`src/common/spisd_defines.svh`:
```
`ifndef SPISD_DEFINES_SVH
`define SPISD_DEFINES_SVH

// ----------------------------------------------------------------------------
// Register offsets
// ----------------------------------------------------------------------------
`define SPISD_ADR_DATA  8'h21
`define SPISD_ADR_CTRL  8'h22
`define SPISD_ADR_CSR   8'h23
`define SPISD_ADR_IRQST 8'h24
`define SPISD_ADR_IRQMK 8'h25

// ----------------------------------------------------------------------------
// Field positions of serial_control
// ----------------------------------------------------------------------------
`define SPISD_CTRL_IE   7
`define SPISD_CTRL_EN   6
`define SPISD_CTRL_DIV  5
`define SPISD_CTRL_MS   4
`define SPISD_CTRL_CPOL 3
`define SPISD_CTRL_CPHA 2
`define SPISD_CTRL_SPR1 1
`define SPISD_CTRL_SPR0 0

// ----------------------------------------------------------------------------
// Interrupt event bit positions
// ----------------------------------------------------------------------------
`define SPISD_EV_DONE  0
`define SPISD_EV_FAULT 1
`define SPISD_EV_OVR   2

// ----------------------------------------------------------------------------
// Reset values
// ----------------------------------------------------------------------------
`define SPISD_RST_BYTE  8'h00
`define SPISD_RST_IRQMK 3'h7

// ----------------------------------------------------------------------------
// Timing counts: clock cycles per half period of the serial clock, then last edge and last bit indices
// ----------------------------------------------------------------------------
`define SPISD_HALF_4   7'h02
`define SPISD_HALF_8   7'h04
`define SPISD_HALF_16  7'h08
`define SPISD_HALF_32  7'h10
`define SPISD_HALF_64  7'h20
`define SPISD_HALF_128 7'h40
`define SPISD_LAST_EDGE 5'h0f
`define SPISD_LAST_BIT  4'h7
// Longest master byte in clock cycles, with a small margin.
`define SPISD_BYTE_LIMIT 11'h410

`endif

```
`src/common/spisd_pkg.sv`:
```
package spisd_pkg;

  // Byte carried on the register port and the shift path.
  typedef logic [7:0] spisd_byte_t;

  // Shift engine states, Gray coded along idle, run, finish.
  typedef enum logic [1:0] {
    SPISD_IDLE = 2'b00,
    SPISD_RUN  = 2'b01,
    SPISD_FIN  = 2'b11
  } spisd_state_t;

endpackage

```
`src/common/spisd_link_if.sv`:
```
`timescale 1ns/1ps

interface spisd_link_if;
  import spisd_pkg::*;

  logic        master;
  logic        enable;
  logic        cpol;
  logic        cpha;
  logic [6:0]  half;
  logic        load;
  logic        start;
  spisd_byte_t tx;
  logic        ss_act;
  logic        sck_s;
  logic        din;
  logic        sck_o;
  logic        dout;
  logic        busy;
  logic        done;
  spisd_byte_t rx;

  // Register side drives the controls, the engine answers.
  modport ctl (output master, enable, cpol, cpha, half, load, start, tx, ss_act, sck_s, din,
               input  sck_o, dout, busy, done, rx);
  modport eng (input  master, enable, cpol, cpha, half, load, start, tx, ss_act, sck_s, din,
               output sck_o, dout, busy, done, rx);
endinterface

```
`src/hdl/spisd_top.sv`:
```
// Strobed register access was decided locally.
`timescale 1ns/1ps
`include "spisd_defines.svh"

// Function
// Select low as master sets fault flag
// Fault clears after status access, control write
// Software writes zero to status bit three
// Output disable stops driving serial data output
// Software select source ignores the select pin
// Soft select zero selects, one deselects
// Master data write starts one byte exchange
// Received byte copied to buffer at completion
// Data writes dropped while done, until status read
// Accepted write goes straight into shift register; while busy it is not loaded and only sets the collision flag
// Data read returns receive buffer only
// Defined reset values for all registers
// Done flag set, cleared by status-data sequence
// Fault clears enable and master bits
// Enabled flags raise the single interrupt
// Overrun set if done still set; status read clears
// Bytes shift most significant bit first
module spisd_top (
  // Clock and reset.
  input  wire logic               clock,
  input  wire logic               rstn,
  // Register port.
  input  wire logic [7:0]         addr,
  input  wire spisd_pkg::spisd_byte_t wdata,
  input  wire logic               wr,
  input  wire logic               rd,
  output spisd_pkg::spisd_byte_t  rdata,
  // Serial pins.
  input  wire logic               sck_in,
  output logic                    sck_out,
  output logic                    sck_oe,
  input  wire logic               mosi_in,
  output logic                    mosi_out,
  output logic                    mosi_oe,
  input  wire logic               miso_in,
  output logic                    miso_out,
  output logic                    miso_oe,
  input  wire logic               ss_in_n,
  // Interrupt.
  output logic                    irq
);
  import spisd_pkg::*;

  // ----------------------------------------------------------------------------
  // Declarations
  // ----------------------------------------------------------------------------
  spisd_link_if link ();

  logic [3:0]  sync_a_ff;
  logic [3:0]  sync_b_ff;
  spisd_byte_t ctrl_ff;
  spisd_byte_t rxbuf_ff;
  spisd_byte_t rdata_ff;
  logic        done_ff;
  logic        write_collision_flag_ff;
  logic        ovr_ff;
  logic        fault_ff;
  logic        sod_ff;
  logic        ssm_ff;
  logic        ssi_ff;
  logic        csr_seen_ff;
  logic        done_rd_ff;
  logic        fault_seen_ff;
  logic [2:0]  irq_st_ff;
  logic [2:0]  irq_mk_ff;
  logic        irq_ff;
  logic        sck_oe_ff;
  logic        mosi_oe_ff;
  logic        miso_oe_ff;
  logic        ss_pin_n;
  logic        ss_int_n;
  logic        csr_acc;
  logic        csr_rd;
  logic        dat_acc;
  logic        dat_rd;
  logic        dat_wr_ok;
  logic        ctrl_wr;
  logic        write_collision_flag_ev;
  logic        fault_ev;
  logic        ovr_ev;
  logic        xfer;
  logic [2:0]  events;
  logic [6:0]  half;

  // ----------------------------------------------------------------------------
  // Pin synchronisers
  // ----------------------------------------------------------------------------

  // Two flip-flops for each pin input: select, clock, mosi, miso.
  always_ff @(posedge clock or negedge rstn) begin
    if (!rstn) begin
      sync_a_ff <= 4'hf;
      sync_b_ff <= 4'hf;
    end else begin
      sync_a_ff <= {ss_in_n, sck_in, mosi_in, miso_in};
      sync_b_ff <= sync_a_ff;
    end
  end

  // Internal select comes from the soft level or from the pin, low means selected.
  assign ss_pin_n = sync_b_ff[3];
  assign ss_int_n = ssm_ff ? ssi_ff : ss_pin_n;

  // ----------------------------------------------------------------------------
  // Access decode
  // ----------------------------------------------------------------------------

  // Strobes qualified by address.
  assign csr_acc   = (wr || rd) && addr == `SPISD_ADR_CSR;
  assign csr_rd    = rd && addr == `SPISD_ADR_CSR;
  assign dat_acc   = (wr || rd) && addr == `SPISD_ADR_DATA;
  assign dat_rd    = rd && addr == `SPISD_ADR_DATA;
  assign ctrl_wr   = wr && addr == `SPISD_ADR_CTRL;
  assign dat_wr_ok = wr && addr == `SPISD_ADR_DATA && !(done_ff && !done_rd_ff);

  // Hardware events.
  assign xfer     = link.done;
  assign write_collision_flag_ev  = dat_wr_ok && link.busy;
  assign fault_ev = ctrl_ff[`SPISD_CTRL_MS] && ctrl_ff[`SPISD_CTRL_EN] && !ss_int_n;
  assign ovr_ev   = xfer && done_ff;

  // Serial clock divider chosen from the three rate bits.
  always_comb begin
    case ({ctrl_ff[`SPISD_CTRL_DIV], ctrl_ff[`SPISD_CTRL_SPR1], ctrl_ff[`SPISD_CTRL_SPR0]})
      3'h4:    half = `SPISD_HALF_4;
      3'h0:    half = `SPISD_HALF_8;
      3'h1:    half = `SPISD_HALF_16;
      3'h6:    half = `SPISD_HALF_32;
      3'h2:    half = `SPISD_HALF_64;
      3'h3:    half = `SPISD_HALF_128;
      default: half = `SPISD_HALF_128;
    endcase
  end

  // ----------------------------------------------------------------------------
  // Shift engine
  // ----------------------------------------------------------------------------

  // Controls toward the engine; a write when idle loads the byte at once.
  assign link.master = ctrl_ff[`SPISD_CTRL_MS];
  assign link.enable = ctrl_ff[`SPISD_CTRL_EN];
  assign link.cpol   = ctrl_ff[`SPISD_CTRL_CPOL];
  assign link.cpha   = ctrl_ff[`SPISD_CTRL_CPHA];
  assign link.half   = half;
  assign link.load   = dat_wr_ok && !link.busy;
  assign link.start  = link.load && ctrl_ff[`SPISD_CTRL_MS] && ctrl_ff[`SPISD_CTRL_EN];
  assign link.tx     = wdata;
  assign link.ss_act = !ss_int_n;
  assign link.sck_s  = sync_b_ff[2];
  assign link.din    = ctrl_ff[`SPISD_CTRL_MS] ? sync_b_ff[0] : sync_b_ff[1];

  spisd_shift u_shift (
    .clock (clock),
    .rstn  (rstn),
    .bus   (link)
  );

  // ----------------------------------------------------------------------------
  // Control register
  // ----------------------------------------------------------------------------

  // A fault drops enable and master; otherwise software writes the whole byte.
  always_ff @(posedge clock or negedge rstn) begin
    if (!rstn) begin
      ctrl_ff <= `SPISD_RST_BYTE;
    end else if (fault_ev) begin
      ctrl_ff[`SPISD_CTRL_EN] <= 1'b0;
      ctrl_ff[`SPISD_CTRL_MS] <= 1'b0;
    end else if (ctrl_wr) begin
      ctrl_ff <= wdata;
    end
  end

  // Software bits of the status register; the reserved bit is not stored.
  always_ff @(posedge clock or negedge rstn) begin
    if (!rstn) begin
      sod_ff <= 1'b0;
      ssm_ff <= 1'b0;
      ssi_ff <= 1'b0;
    end else if (wr && addr == `SPISD_ADR_CSR) begin
      sod_ff <= wdata[2];
      ssm_ff <= wdata[1];
      ssi_ff <= wdata[0];
    end
  end

  // ----------------------------------------------------------------------------
  // Status flags
  // ----------------------------------------------------------------------------

  // Record of status accesses that arm the clearing sequences.
  always_ff @(posedge clock or negedge rstn) begin
    if (!rstn) begin
      csr_seen_ff   <= 1'b0;
      done_rd_ff    <= 1'b0;
      fault_seen_ff <= 1'b0;
    end else begin
      if (csr_acc) csr_seen_ff <= 1'b1;
      else if (dat_acc) csr_seen_ff <= 1'b0;
      if (csr_rd && done_ff) done_rd_ff <= 1'b1;
      else if (!done_ff) done_rd_ff <= 1'b0;
      if (csr_acc && fault_ff) fault_seen_ff <= 1'b1;
      else if (!fault_ff) fault_seen_ff <= 1'b0;
    end
  end

  // Done and collision flags: set wins over the clearing sequence.
  always_ff @(posedge clock or negedge rstn) begin
    if (!rstn) begin
      done_ff <= 1'b0;
      write_collision_flag_ff <= 1'b0;
    end else begin
      if (xfer) done_ff <= 1'b1;
      else if (csr_seen_ff && dat_acc) done_ff <= 1'b0;
      if (write_collision_flag_ev) write_collision_flag_ff <= 1'b1;
      else if (csr_seen_ff && dat_acc) write_collision_flag_ff <= 1'b0;
    end
  end

  // Overrun is set by a byte landing on a pending one, cleared by a status read.
  always_ff @(posedge clock or negedge rstn) begin
    if (!rstn) begin
      ovr_ff <= 1'b0;
    end else if (ovr_ev) begin
      ovr_ff <= 1'b1;
    end else if (csr_rd) begin
      ovr_ff <= 1'b0;
    end
  end

  // Fault flag clears after a status access and then a control write.
  always_ff @(posedge clock or negedge rstn) begin
    if (!rstn) begin
      fault_ff <= 1'b0;
    end else if (fault_ev) begin
      fault_ff <= 1'b1;
    end else if (fault_seen_ff && ctrl_wr) begin
      fault_ff <= 1'b0;
    end
  end

  // Receive buffer takes the byte as the done flag rises; an overrun keeps the old one.
  always_ff @(posedge clock or negedge rstn) begin
    if (!rstn) begin
      rxbuf_ff <= `SPISD_RST_BYTE;
    end else if (xfer && !done_ff) begin
      rxbuf_ff <= link.rx;
    end
  end

  // ----------------------------------------------------------------------------
  // Interrupts
  // ----------------------------------------------------------------------------
  assign events = {ovr_ev, fault_ev, xfer};

  // Sticky events with write-one-to-clear, set wins; mask of the same layout.
  always_ff @(posedge clock or negedge rstn) begin
    if (!rstn) begin
      irq_st_ff <= 3'h0;
      irq_mk_ff <= `SPISD_RST_IRQMK;
    end else begin
      if (wr && addr == `SPISD_ADR_IRQST) irq_st_ff <= (irq_st_ff & ~wdata[2:0]) | events;
      else irq_st_ff <= irq_st_ff | events;
      if (wr && addr == `SPISD_ADR_IRQMK) irq_mk_ff <= wdata[2:0];
    end
  end

  // One level request, gated by the interrupt enable bit.
  always_ff @(posedge clock or negedge rstn) begin
    if (!rstn) begin
      irq_ff <= 1'b0;
    end else begin
      irq_ff <= ctrl_ff[`SPISD_CTRL_IE] && |(irq_st_ff & irq_mk_ff);
    end
  end

  // ----------------------------------------------------------------------------
  // Read data and pin enables
  // ----------------------------------------------------------------------------

  // Read data stand one cycle after the strobe, zero otherwise and for unmapped addresses.
  always_ff @(posedge clock or negedge rstn) begin
    if (!rstn) begin
      rdata_ff <= `SPISD_RST_BYTE;
    end else if (rd) begin
      case (addr)
        `SPISD_ADR_DATA:  rdata_ff <= rxbuf_ff;
        `SPISD_ADR_CTRL:  rdata_ff <= ctrl_ff;
        `SPISD_ADR_CSR:   rdata_ff <= {done_ff, write_collision_flag_ff, ovr_ff, fault_ff, 1'b0, sod_ff, ssm_ff, ssi_ff};
        `SPISD_ADR_IRQST: rdata_ff <= {5'h00, irq_st_ff};
        `SPISD_ADR_IRQMK: rdata_ff <= {5'h00, irq_mk_ff};
        default:          rdata_ff <= `SPISD_RST_BYTE;
      endcase
    end else begin
      rdata_ff <= `SPISD_RST_BYTE;
    end
  end

  // Output enables; the data output follows the mode and the disable bit.
  always_ff @(posedge clock or negedge rstn) begin
    if (!rstn) begin
      sck_oe_ff  <= 1'b0;
      mosi_oe_ff <= 1'b0;
      miso_oe_ff <= 1'b0;
    end else begin
      sck_oe_ff  <= ctrl_ff[`SPISD_CTRL_EN] && ctrl_ff[`SPISD_CTRL_MS];
      mosi_oe_ff <= ctrl_ff[`SPISD_CTRL_EN] && ctrl_ff[`SPISD_CTRL_MS] && !sod_ff;
      miso_oe_ff <= ctrl_ff[`SPISD_CTRL_EN] && !ctrl_ff[`SPISD_CTRL_MS] && !sod_ff;
    end
  end

  assign rdata    = rdata_ff;
  assign sck_out  = link.sck_o;
  assign sck_oe   = sck_oe_ff;
  assign mosi_out = link.dout;
  assign mosi_oe  = mosi_oe_ff;
  assign miso_out = link.dout;
  assign miso_oe  = miso_oe_ff;
  assign irq      = irq_ff;
endmodule // spisd_top

```
`src/hdl/spisd_shift.sv`:
```
`timescale 1ns/1ps
`include "spisd_defines.svh"

module spisd_shift (
  // Clock and reset.
  input wire logic clock,
  input wire logic rstn,
  // Link to the register side.
  spisd_link_if.eng bus
);
  import spisd_pkg::*;

  spisd_state_t state_ff;
  logic [6:0]   div_ff;
  logic [10:0]  age_ff;
  logic [4:0]   edge_ff;
  logic [3:0]   cnt_ff;
  logic         sck_ff;
  logic         sck_d_ff;
  logic         samp_ff;
  logic         sval_ff;
  logic         done_ff;
  spisd_byte_t  sh_ff;
  spisd_byte_t  rx_ff;
  logic         run;
  logic         m_tick;
  logic         m_lead;
  logic         s_chg;
  logic         s_lead;
  logic         samp;
  logic         shft;

  // Edge events, from the own divider as master, from the sampled pin as slave.
  assign run    = (state_ff == SPISD_RUN);
  assign m_tick = run && bus.master && (div_ff == bus.half - 7'h01);
  assign m_lead = m_tick && (sck_ff == bus.cpol);
  assign s_chg  = run && !bus.master && (bus.sck_s != sck_d_ff);
  assign s_lead = s_chg && (bus.sck_s != bus.cpol);
  assign samp   = bus.cpha ? ((m_tick && !m_lead) || (s_chg && !s_lead)) : (m_lead || s_lead);
  assign shft   = bus.cpha ? (m_lead || s_lead) : ((m_tick && !m_lead) || (s_chg && !s_lead));

  // Sequence: a master byte runs sixteen clock edges, a slave runs while selected.
  always_ff @(posedge clock or negedge rstn) begin
    if (!rstn) begin
      state_ff <= SPISD_IDLE;
    end else begin
      case (state_ff)
        SPISD_IDLE: if (bus.enable && (bus.master ? bus.start : bus.ss_act)) state_ff <= SPISD_RUN;
        SPISD_RUN:  if (!bus.enable) state_ff <= SPISD_IDLE;
                    else if (m_tick && edge_ff == `SPISD_LAST_EDGE) state_ff <= SPISD_FIN;
                    else if (!bus.master && !bus.ss_act) state_ff <= SPISD_IDLE;
        SPISD_FIN:  state_ff <= SPISD_IDLE;
        default:    state_ff <= SPISD_IDLE;
      endcase
    end
  end

  // Age of a running master byte, so that a hung byte is caught.
  always_ff @(posedge clock or negedge rstn) begin
    if (!rstn) begin
      age_ff <= 11'h000;
    end else if (state_ff != SPISD_IDLE && bus.master) begin
      age_ff <= age_ff + 11'h001;
    end else begin
      age_ff <= 11'h000;
    end
  end

  // Divider, edge counter and generated serial clock.
  always_ff @(posedge clock or negedge rstn) begin
    if (!rstn) begin
      div_ff   <= 7'h00;
      edge_ff  <= 5'h00;
      sck_ff   <= 1'b0;
      sck_d_ff <= 1'b0;
    end else begin
      sck_d_ff <= bus.sck_s;
      if (!run) begin
        div_ff  <= 7'h00;
        edge_ff <= 5'h00;
        sck_ff  <= bus.cpol;
      end else if (m_tick) begin
        div_ff  <= 7'h00;
        edge_ff <= edge_ff + 5'h01;
        sck_ff  <= ~sck_ff;
      end else begin
        div_ff  <= div_ff + 7'h01;
      end
    end
  end

  // Shift register, most significant bit out first, received bits enter at the bottom.
  always_ff @(posedge clock or negedge rstn) begin
    if (!rstn) begin
      sh_ff   <= `SPISD_RST_BYTE;
      rx_ff   <= `SPISD_RST_BYTE;
      samp_ff <= 1'b0;
      sval_ff <= 1'b0;
      cnt_ff  <= 4'h0;
      done_ff <= 1'b0;
    end else begin
      done_ff <= (m_tick && edge_ff == `SPISD_LAST_EDGE) || (s_chg && samp && cnt_ff == `SPISD_LAST_BIT);
      if (bus.load) begin
        sh_ff   <= bus.tx;
        sval_ff <= 1'b0;
        cnt_ff  <= 4'h0;
      end else if (!run) begin
        sval_ff <= 1'b0;
        cnt_ff  <= 4'h0;
      end else if (samp) begin
        samp_ff <= bus.din;
        if (cnt_ff == `SPISD_LAST_BIT) begin
          rx_ff   <= {sh_ff[6:0], bus.din};
          cnt_ff  <= 4'h0;
          sval_ff <= 1'b0;
        end else begin
          cnt_ff  <= cnt_ff + 4'h1;
          sval_ff <= 1'b1;
        end
      end else if (shft && sval_ff) begin
        sh_ff   <= {sh_ff[6:0], samp_ff};
        sval_ff <= 1'b0;
      end
    end
  end

  // Answers toward the register side, all from flip-flops except busy.
  assign bus.sck_o = sck_ff;
  assign bus.dout  = sh_ff[7];
  assign bus.done  = done_ff;
  assign bus.rx    = rx_ff;
  assign bus.busy  = bus.master ? (state_ff != SPISD_IDLE) : (cnt_ff != 4'h0 || sval_ff);
endmodule // spisd_shift

```
`config.mk`:
```
export PLATFORM = sky130hd
export DESIGN_NAME = spisd_top
export DESIGN_NICKNAME = d
export VERILOG_FILES = /design/src/common/spisd_pkg.sv /design/src/common/spisd_link_if.sv /design/src/hdl/spisd_top.sv /design/src/hdl/spisd_shift.sv
export VERILOG_INCLUDE_DIRS = /design/src /design/src/common
export SDC_FILE = /design/constraint.sdc
export NUM_CORES = 1
export LEC_CHECK = 0
export ABC_CLOCK_PERIOD_IN_PS = 3200
export BUFFER_PORTS_ARGS = -buffer_cell sky130_fd_sc_hd__buf_2
export CORE_MARGIN = 8
export CORE_UTILIZATION = 30
export CTS_CLUSTER_DIAMETER = 120
export CTS_CLUSTER_SIZE = 28
export DETAILED_ROUTE_END_ITERATION = 12
export PLACE_DENSITY_LB_ADDON = 0.2
export SYNTH_ARGS = -nofsm -noshare
export SYNTH_HDL_FRONTEND = slang
export SYNTH_SLANG_ARGS = --single-unit
```
`constraint.sdc`:
```
create_clock -name clock -period 3.2 [get_ports clock]
set_input_delay 0.16 -clock clock [delete_from_list [all_inputs] [get_ports clock]]
set_output_delay 0.16 -clock clock [all_outputs]
set_load 0.01 [all_outputs]
```
* Word level (Yosys, flattened, before mapping)
Index checks and enable logic that the tools add are counted.
Cells by class: add/sub/neg operators 4, equality and inequality tests 24, mux-type cells 50, bitwise logic cells 8, reductions and logical operators 72
Operators with widths (number):
- equality test 8 x 6 -> 1 bit, second input constant | 5
- logical AND 1 bit | 40
- 2-to-1 mux 8 bit | 5
- case mux 8 bit (5 select lines) | 1
- case mux 7 bit (5 select lines) | 1
- 2-to-1 mux 1 bit | 28
- 2-to-1 mux 7 bit | 3
- nonzero test 2 bit | 9
- 2-to-1 mux 4 bit | 4
- 2-to-1 mux 5 bit | 2
- zero test 1 bit | 9
- 2-to-1 mux 2 bit | 4
- != test 4 bit, second input constant | 2
- adder 7 x 1 -> 7 bit, second input constant | 1
- equality test 7 bit | 1
- subtractor 7 x 1 -> 7 bit, second input constant | 1
- bitwise AND 3 bit | 2
- equality test 3 bit, second input constant | 2
- != test 2 x 1 -> 1 bit, second input constant | 3
- OR 3 bit | 2
- AND reduction 3 bit | 2
- adder 5 x 1 -> 5 bit, second input constant | 1
- equality test 5 x 4 -> 1 bit, second input constant | 1
- logical OR 1 bit | 5
- other kinds (19) | 24
Storage, ports and cells: register bits 91, bits of input ports 24, logic and storage cells 191

* Longest topological paths before layout
Gate-level depths: netlist of run 1.
depth in word-level cells 15, gate-level depth with buffers 9, gate-level depth less buffers 8

* By module
Synthesis of run 1 repeated with hierarchy kept, for this count alone.
Unflattened totals: cells, all modules 395, area total of the unflattened synthesis 4535.6 um2
By module, submodules not included:
- spisd_top | times used 1, cells an instance 183, area an instance 2373.5 um2, sequential area each 1315.0 um2
- spisd_shift | times used 1, cells an instance 212, area an instance 2162.1 um2, sequential area each 975.9 um2

* Worst setup path after synthesis of run 1
No wires, ideal clock.
kind register -> register, start reg ctrl_ff[0], end reg u_shift.rx_ff[1] (netlist: u_shift.bus.rx[1]), setup time 0.125 ns, arrival time 2.489 ns, data required time 3.075 ns, slack 0.586 ns, stages on the path, launching flop included 8, buffers on the path 2, cells stage by stage dfrtp_1 clkbuf_1 or4_1 a2111o_1 o31a_1 buf_6 nor3_4 mux2_2
On the way: cells in the longest elaborated chain, start to end 11, elaborated cells between the ends (all ways) 16, classes of those cells add/sub (1); eq/ne (5); mux (2); reduce/logical (8)
Ends and longest elaborated chain:
- start: declaration | line spisd_top.sv:56 | spisd_byte_t ctrl_ff;
- start signal: assignment | line spisd_top.sv:170 | ctrl_ff <= `SPISD_RST_BYTE;
- start signal: assignment | line spisd_top.sv:175 | ctrl_ff <= wdata;
- equality test 3 x 2 -> 1 bit (tied with other cells) | line spisd_top.sv:129 | case ({ctrl_ff[`SPISD_CTRL_DIV], ctrl_ff[`SPISD_CTRL_SPR1], ctrl_ff[`SPISD_CTRL_SPR0]})
- case mux 7 bit (5 select lines) * | line spisd_top.sv:129
- subtractor 7 x 1 -> 7 bit * | line spisd_shift.sv:35 | assign m_tick = run && bus.master && (div_ff == bus.half - 7'h01);
- equality test 7 bit * | line spisd_shift.sv:35
- logical AND 1 bit * | line spisd_shift.sv:35
- logical AND 1 bit | line spisd_shift.sv:36 | assign m_lead = m_tick && (sck_ff == bus.cpol);
- zero test 1 bit | line spisd_shift.sv:39 | assign samp = bus.cpha ? ((m_tick && !m_lead) || (s_chg && !s_lead)) : (m_lead || s_lead);
- logical AND 1 bit | line spisd_shift.sv:39
- logical OR 1 bit | line spisd_shift.sv:39
- 2-to-1 mux 1 bit * | line spisd_shift.sv:39
- AND reduction 4 bit (no source line) *
- end signal: assignment | line spisd_shift.sv:96 | rx_ff <= `SPISD_RST_BYTE;
- end signal: assignment | line spisd_shift.sv:113 | rx_ff <= {sh_ff[6:0], bus.din};
- end: declaration | line spisd_shift.sv:24 | spisd_byte_t rx_ff;
Mark *: on every way between the ends. The rest lies on a longest branch, timed or not. A chain may end at the register's enable or synchronous reset.

* Worst setup path in the final report of run 1
start reg ctrl_ff[5], end reg u_shift.rx_ff[2] (netlist: u_shift.bus.rx[2])
The elaborated chain is that of the path after synthesis.

==> qor.yml, run 1 <==
logic_synthesis:
  ys_ff_latch: 91
  synth_area_mm2: 0.00412
  ys_warn_count: 0
  syn_area_per_cell_um2: 11.5
  synth.distinct_cells: 55
  synth-edff-count: 0
  syn_inst: 360
  yosysSeqAreaShare: 0.556
  synth_flop_cell: "dfrtp_1"
  syn_nets: 389
  synthArstFlopShare: 1.00
clock_network:
  clockBufferDepth: 2
  worstSkewPairLatency_ns: 0.34
  cts_num_sinks: 91
  cts_buffers: 9
  clkTransAtPathRegs_ns: 0.06
  htree_levels: 3
  cts_root_buffer: "clkbuf_16"
  cts_resized: 0
  cts_tree: "built"
grt:
  grt-ovfl-total: 0
  gr-usage-met1: 0.157
  grt_pass1_vias: 2938
  grt_util_met3: 0.0350
  busiest_layer: "met2"
  grt_pass1_wl_um: 16300
  antenna_found_initial: 0
  track_usage: 0.118
  use_met2: 0.173
  grt_max_degree: 50
drt:
  antenna_left: 0
  drt_iter0_markers: 217
  finalWirelength_um: 9770
  vias_per_cell: 4.85
  routedWlPerCell_um: 16.7
  num_vias: 2835
  drtPass1Iterations: 4
  drc_errors: 0
worst_setup_path:
  crit_arrival_ns: 3.06
  critical_path_buf_inv_count: 0
  rr_startpoint: "ctrl_ff[5]"
  ff2ff_path_depth: 6
  critPathRequiredTime_ns: 3.43
  cpMaxStageDelayCell: "dfrtp_1"
  crit_cells: 6
  max_stage_delay_ns: 0.45
  ff2ff_setup_slack_ns: 0.37
  path_cells: "xnor2_1, or4_1, a2111o_1, o31a_1, nor3_4, mux2_2"
  crit_type: "flip-flop to flip-flop"
  endpoint_kind: "flip-flop"
  cp_top_family: "compound AO/OA/AOI/OAI gates"
  r2r_end: "u_shift.bus.rx[2]"
  start_kind: "flip-flop"
  worstPathMaxFanout: 10
pwr:
  leakagePower_uw: 0.00225
  power.density_mw_per_mm2: 495
  finalPower_uw: 2400
  ir_drop_mv: 0.253
final_layout:
  final_core_util: 0.355
  fin_nets: 429
  drive_gt1_frac: 0.272
  area.sequential_mm2: 0.00229
  final_common_cell: "dfrtp_1"
  n_fill_cell: 1389
  final_cell_mix: "80 x dfrtp_1, 37 x buf_2, 35 x nor2_1"
  multi_input_area_mm2: 0.00173
  n_antenna_cell: 0
  syn_to_final_growth_pct: 17.5
  stdcell_area_mm2: 0.00484
worst_hold_path:
  hp-start: "wdata[7]"
  worst_hold_path_type: "input port to flip-flop"
  hold_end: "ctrl_ff[7]"
  min_path_cells: 2
timing:
  clock.fmax_mhz: 354
  rsz0062_at_grt: "false"
  fin_crit_ns: 2.83
  worst_pin_slew_ns: 0.715
  setup-tns-final_ns: 0
  slew_headroom: 0.522
  finalClockSkew_ns: 0.00694
  final-max-slew-violation-count: 0
  setup_viol: 0
  timing.final.crit_share: 0.884
  hold_violations: 0
floorplanning:
  core_area_mm2: 0.0137
  num_rows: 43
  start_util: 0.302
  die_w_um: 133
  io_pins: 39
  die_h_um: 133
  dieArea_mm2: 0.0177
placement:
  dpl_cell_area_mm2: 0.00449
  portBuffers: 38
  post-dp-hpwl_um: 7070
  place.gp.congestion: 0.755
run:
  maxCapViolations: 0
outcome:
  status: "finished, final reports clean"
[cell usage after synthesis, types with 2 or more instances]
master | count | area, µm²
dfrtp_1 | 80 | 2000
nor2_1 | 35 | 131
mux2_2 | 34 | 383
nand2_1 | 21 | 78.8
a21oi_1 | 18 | 90.1
nand3_1 | 17 | 85.1
clkbuf_1 | 15 | 56.3
mux2i_1 | 15 | 150
dfstp_2 | 11 | 289
nor2b_1 | 10 | 62.6
inv_1 | 7 | 26.3
a22o_1 | 6 | 52.6
and3_1 | 6 | 37.5
nand2b_1 | 6 | 37.5
nor3_1 | 6 | 30.0
xnor2_1 | 6 | 52.6
ha_1 | 5 | 62.6
o21ai_0 | 5 | 25.0
a21o_1 | 4 | 30.0
a22oi_1 | 4 | 30.0
a32oi_1 | 4 | 35.0
xor2_1 | 4 | 35.0
and2_1 | 3 | 18.8
a21boi_0 | 2 | 15.0
and4b_1 | 2 | 20.0
o31a_1 | 2 | 17.5
or2_2 | 2 | 12.5
or3_1 | 2 | 12.5
or4_1 | 2 | 15.0
[cell families (layout without fill, tap and decap cells)]
group / count (synthesis) / count (layout) / synth area share
buffers and inverters: 25 / 70 / 0.0258
and+or+nand+nor: 122 / 122 / 0.152
muxes: 49 / 49 / 0.129
DFF: 91 / 91 / 0.556
AOI/OAI and AO/OA: 58 / 58 / 0.100
adders and majority gates: 5 / 5 / 0.0152
xor gates and xnor gates: 10 / 10 / 0.0212
[state kept, by name, summed over array words and instances, names as in the netlist, 2 cells and up]
| register | cells |
|---|---|
| irq_mk_ff | 3 |
| u_shift.state_ff | 2 |
| u_shift.div_ff | 7 |
| sync_a_ff | 4 |
| sync_b_ff | 4 |
| u_shift.sh_ff | 8 |
| rdata | 8 |
| rxbuf_ff | 8 |
| u_shift.bus.rx | 8 |
| irq_st_ff | 3 |
| ctrl_ff | 8 |
| u_shift.cnt_ff | 4 |
| u_shift.edge_ff | 5 |
[how the worst max path moves through the flow]
stage,start,to,slack [ns]
2_1_floorplan,ctrl_ff[0],u_shift.bus.rx[1],0.59
3_3_place_gp,ctrl_ff[5],u_shift.bus.rx[2],0.40
3_5_place_dp,ctrl_ff[5],u_shift.bus.rx[2],0.38
4_1_cts,ctrl_ff[5],u_shift.bus.rx[2],0.35
5_1_grt,ctrl_ff[5],u_shift.bus.rx[7],0.25
6_report,ctrl_ff[5],u_shift.bus.rx[2],0.37
[layout make-up]
| type | count | share of cell area |
|---|---|---|
| Timing Repair Buffer | 47 | 0.0563 |
| Clock buffer | 10 | 0.0493 |
| Inverter | 7 | 0.00542 |
| Clock inverter | 6 | 0.0134 |
| Sequential cell | 91 | 0.473 |
| Multi-Input combinational cell | 244 | 0.356 |
| Tap cell | 180 | 0.0465 |
[repair_timing]
item                      in CTS  in global routing
hold endpoints to repair      46                  0
hold buffers                   5                  0
setup buffers                  0                  0
[layer usage]
| metal | wire (µm) | share of wire | vias to the layer above |
|---|---|---|---|
| met4 | 189 | 0.019 | 0 |
| li1 | - | - | 1352 |
| met3 | 440 | 0.045 | 14 |
| met5 | 0 | 0 | - |
| met2 | 4360 | 0.45 | 67 |
| met1 | 4780 | 0.49 | 1402 |
[per-stage QoR]
stage,setup slack (ns),hold WS [ns],cells
2_1_floorplan,0.586,-0.136,360
3_3_place_gp,0.404,0.215,564
3_5_place_dp,0.377,0.218,564
4_1_cts,0.354,0.0889,585
5_1_grt,0.247,0.0930,585
6_report,0.372,0.104,585
[report_power, final]
part | internal, µW | total [µW] | switching, µW
registers | 1180 | 1210 | 23.4
logic | 49.1 | 121 | 72.3
clock network | 624 | 1070 | 447
total | 1860 | 2400 | 542
No activity file was read; power rests on OpenSTA's default activity.
==> inputs of run 2 (changes only) <==
- CELL_PAD_IN_SITES_DETAIL_PLACEMENT: default -> 0
- CELL_PAD_IN_SITES_GLOBAL_PLACEMENT: default -> 1
==> run 2 against run 1 <==
Sequential power hardly changed. Count of clock-buffer cells in the layout unchanged. Design area increased by 0.28%. First-iteration DRC count grew 19%. Die area did not move. Fmax decreased by 0.21%. Clock power barely moved. Register-to-register slack barely moved. Largest power group unchanged.
==> qor.yml, run 2 (synthesis gave the netlist of run 1 again) <==
drt:
  antenna_left: 0
  drc_errors: 0
  drt_iter0_markers: 259
  finalWirelength_um: 10100
  drtPass1Iterations: 4
  vias_per_cell: 4.89
  routedWlPerCell_um: 17.2
  num_vias: 2870
pwr:
  leakagePower_uw: 0.00227
  ir_drop_mv: 0.229
  power.density_mw_per_mm2: 495
  finalPower_uw: 2400
final_layout:
  syn_to_final_growth_pct: 17.8
  multi_input_area_mm2: 0.00173
  drive_gt1_frac: 0.275
  final_common_cell: "dfrtp_1"
  fin_nets: 431
  n_antenna_cell: 0
  area.sequential_mm2: 0.00229
  n_fill_cell: 1411
  final_cell_count_no_fill: 587
  final_cell_mix: "80 x dfrtp_1, 37 x buf_2, 35 x nor2_1"
clock_network:
  cts_tree: "built"
  cts_num_sinks: 91
  cts_setup_buffers: 0
  clkTransAtPathRegs_ns: 0.07
  htree_levels: 3
  clockBufferDepth: 2
  cts_buffers: 9
  cts_root_buffer: "clkbuf_16"
  cts_resized: 0
  worstSkewPairLatency_ns: 0.35
timing:
  clock.fmax_mhz: 353
  fin_crit_ns: 2.83
  rsz0062_at_grt: "false"
  setup-tns-final_ns: 0
  finalClockSkew_ns: 0.0107
  final-max-slew-violation-count: 0
  fin_ws_ns: 0.366
  setup_viol: 0
  timing.final.crit_share: 0.886
  slew_headroom: 0.462
  worst_pin_slew_ns: 0.805
  hold_violations: 0
worst_setup_path:
  crit_start: "ctrl_ff[5]"
  worstPathMaxFanout: 10
  r2r_end: "u_shift.bus.rx[6]"
  crit_arrival_ns: 3.07
  rr_startpoint: "ctrl_ff[5]"
  endpoint_kind: "flip-flop"
  ff2ff_setup_slack_ns: 0.37
  crit_type: "flip-flop to flip-flop"
  cp-endpoint: "u_shift.bus.rx[6]"
  critPathRequiredTime_ns: 3.44
  start_kind: "flip-flop"
  ff2ff_path_depth: 6
floorplanning:
  io_pins: 39
  core_area_mm2: 0.0137
  die_w_um: 133
  start_util: 0.302
  dieArea_mm2: 0.0177
  num_rows: 43
  die_h_um: 133
outcome:
  status: "finished, final reports clean"
worst_hold_path:
  worst_hold_path_type: "input port to flip-flop"
  hp-start: "wdata[7]"
grt:
  grt_max_degree: 35
  grt_pass1_vias: 2835
  track_usage: 0.119
  antenna_found_initial: 0
  grt_pass1_wl_um: 16200
  grt-ovfl-total: 0
placement:
  dp_slack_ns: 0.363
  place.gp.congestion: 0.733
  dp.cells: 566
  portBuffers: 38
  post-dp-hpwl_um: 7350
run:
  maxCapViolations: 0
==> run 2: layout make-up <==
class                           count  area share
Inverter                            7     0.00541
Tap cell                          180      0.0464
Clock buffer                       10      0.0492
Timing Repair Buffer               49      0.0592
Multi-Input combinational cell    244       0.355
Clock inverter                      6      0.0131
Sequential cell                    91       0.472
==> run 2: how the worst min path moves through the flow <==
stage / depth (start not counted) / end / slack [ns]
2_1_floorplan: 0 / csr_seen_ff / -0.14
3_3_place_gp: 1 / u_shift.cnt_ff[0] / 0.13
3_5_place_dp: 1 / u_shift.cnt_ff[1] / 0.14
4_1_cts: 2 / ctrl_ff[7] / 0.08
5_1_grt: 2 / ctrl_ff[7] / 0.09
6_report: 2 / ctrl_ff[7] / 0.08
==> run 2: power by group <==
part	leakage (µW)	internal [µW]	switching (µW)
clock	0.000145	626	450
combinational	0.000943	49.9	76.2
sequential	0.00118	1180	21.0
total	0.00227	1860	547
==> run 2: what timing repair did <==
action | 4_1_cts | 5_1_grt
hold buffers | 5 | 0
endpoints found under the setup margin | 0 | 0
endpoints found under the hold margin | 29 | 0
==> run 2: metrics by stage <==
stage | cell area, µm² | hold slack (ns) | util
6_report | 4860 | 0.0844 | 0.356
3_3_place_gp | 4510 | 0.134 | 0.330
5_1_grt | 4860 | 0.0917 | 0.356
4_1_cts | 4860 | 0.0824 | 0.356
3_5_place_dp | 4510 | 0.136 | 0.330
2_1_floorplan | 4120 | -0.136 | -
==> run 2: per-layer routing <==
layer,part of all wire,track usage,wire length [µm],vias up
li1,-,-,-,1366
met1,0.49,0.168,4940,1444
met2,0.45,0.166,4530,52
met3,0.047,0.0237,477,8
met4,0.012,0.0680,120,0
met5,0,0,0,-
==> run 2: worst max-delay path: stages, from the launching register on <==
cell and delay (ns):
dfrtp_1 0.45, xnor2_1 0.15, or4_1 0.42, a2111o_1 0.44
o31a_1 0.45, nor3_4 0.43, mux2_2 0.38
==> inputs of run 3 (changes only) <==
- BUFFER_PORTS_ARGS: -buffer_cell sky130_fd_sc_hd__buf_2 -> default
- CAP_MARGIN: default -> 20
- DONT_BUFFER_PORTS: default -> 1
- RECOVER_POWER: default -> 100
==> run 3 against run 2 <==
The flow now finishes with violations (max-capacitance violations, max-slew violations). Power fell by 0.49%. Sequential cell count stayed put. Fmax increased by 3.6%. Largest power group unchanged. Cell count shrank 4.8%. Non-clock buffer count is 29 lower.
==> qor.yml, run 3 (synthesis gave the netlist of run 1 again) <==
outcome:
  status: "complete, but fails checks"
  violations: "max-capacitance violations, max-slew violations"
clock_network:
  cts_buffers: 9
  cts_root_buffer: "clkbuf_16"
  htree_levels: 3
  clockBufferDepth: 2
  cts_resized: 0
  cts_tree: "built"
  postCtsHoldBufs: 16
  cts_num_sinks: 91
  clkTransAtPathRegs_ns: 0.07
  worstSkewPairLatency_ns: 0.35
  cts_setup_buffers: 0
worst_hold_path:
  min_path_cells: 2
  hp-start: "addr[1]"
  hold_end: "done_rd_ff"
  worst_hold_path_type: "input port to flip-flop"
worst_setup_path:
  crit_type: "flip-flop to flip-flop"
  r2r_end: "u_shift.bus.rx[7]"
  endpoint_kind: "flip-flop"
  rr_startpoint: "ctrl_ff[5]"
  ff2ff_setup_slack_ns: 0.46
  ff2ff_path_depth: 6
  crit_start: "ctrl_ff[5]"
  crit_arrival_ns: 2.96
  worstPathMaxFanout: 9
  critPathRequiredTime_ns: 3.43
  start_kind: "flip-flop"
floorplanning:
  die_w_um: 133
  die_h_um: 133
  dieArea_mm2: 0.0177
  io_pins: 39
  start_util: 0.302
  core_area_mm2: 0.0137
  num_rows: 43
final_layout:
  drive_gt1_frac: 0.180
  final_common_cell: "dfrtp_1"
  fin_nets: 402
  syn_to_final_growth_pct: 15.3
  n_fill_cell: 1397
  final_cell_mix: "80 x dfrtp_1, 35 x nor2_1, 34 x mux2_2"
grt:
  busiest_layer: "met1"
  grt-ovfl-total: 0
  grt_max_degree: 92
  grt_pass1_vias: 2836
  use_met2: 0.168
  gr-usage-met1: 0.170
  antenna_found_initial: 2
  grt_pass1_wl_um: 16500
  track_usage: 0.120
  grt_util_met3: 0.0275
drt:
  drt_iter0_markers: 241
  num_vias: 2795
  finalWirelength_um: 10100
  routedWlPerCell_um: 18.0
  antenna_left: 0
  drtPass1Iterations: 4
  drc_errors: 0
  vias_per_cell: 5.00
timing:
  setup-tns-final_ns: 0
  setup_viol: 0
  timing.final.crit_share: 0.855
  slew_headroom: -0.499
  holdWs_ns: 0.0143
  clock.fmax_mhz: 365
  final-max-slew-violation-count: 92
  fin_ws_ns: 0.464
  hold_violations: 0
  rsz0062_at_grt: "false"
  finalClockSkew_ns: 0.0110
  worst_pin_slew_ns: 2.25
  fin_crit_ns: 2.74
placement:
  place.gp.congestion: 0.745
  post-dp-hpwl_um: 6990
  portBuffers: 0
  dp_slack_ns: 0.475
pwr:
  ir_drop_mv: 0.229
  power.density_mw_per_mm2: 504
  leakagePower_uw: 0.00212
run:
  maxCapViolations: 1
[run 3: cell types whose count changed in the layout (fill, tap and decap cells not counted), sizes merged]
cell and delta:
diode +1, clkinvlp -2, clkinv +1, buf -42
clkbuf +4, dlygate4sd3 +10
[run 3: routing by layer]
layer | up-vias | share of wire
met3 | 17 | 0.042
met2 | 55 | 0.44
li1 | 1310 | -
met1 | 1411 | 0.49
met4 | 2 | 0.023
met5 | - | 0.0011
[run 3: worst max-delay path: stages, from the launching register on]
cell,delay [ns]
dfrtp_1,0.45
xnor2_1,0.15
or4_1,0.42
a2111o_1,0.45
o31a_1,0.34
nor3_4,0.42
mux2_2,0.38
[run 3: worst max-delay path by stage]
stage | endpoint | slack [ns] | cells after the start
after CTS | u_shift.bus.rx[2] | 0.46 | 6
after floorplan | u_shift.bus.rx[1] | 0.59 | 7
after global placement | u_shift.bus.rx[2] | 0.49 | 6
after global routing | ctrl_ff[0] | 0.32 | 2
final | u_shift.bus.rx[7] | 0.46 | 6
after detailed placement | u_shift.bus.rx[3] | 0.48 | 6
[run 3: where the power goes]
group          switching (µW)  internal [µW]  total [µW]
Sequential               22.9           1180        1200
Combinational            62.4           43.9         106
Clock                     451            631        1080
Total                     537           1860        2390
[run 3: per-stage QoR]
| step | cell area, µm² | power (µW) | util | std cells |
|---|---|---|---|---|
| finish | 4750 | 2390 | 0.348 | 559 |
| global route | 4750 | 2490 | 0.348 | 559 |
| CTS | 4780 | 2450 | 0.350 | 558 |
| detailed placement | 4300 | 1290 | 0.315 | 526 |
| global placement | 4300 | 1290 | 0.315 | 526 |
| floorplan | 4120 | 1280 | - | 360 |
[run 3: cell type report]
type / count / area (µm²) / area share
antenna: 1 / 2.50 / 0.000527
clock buffer: 11 / 243 / 0.0511
clock inverter: 5 / 61.3 / 0.0129
inverter: 7 / 26.3 / 0.00553
multi-input combinational: 244 / 1730 / 0.363
sequential: 91 / 2290 / 0.482
tap: 180 / 225 / 0.0474
timing repair buffer: 20 / 178 / 0.0374
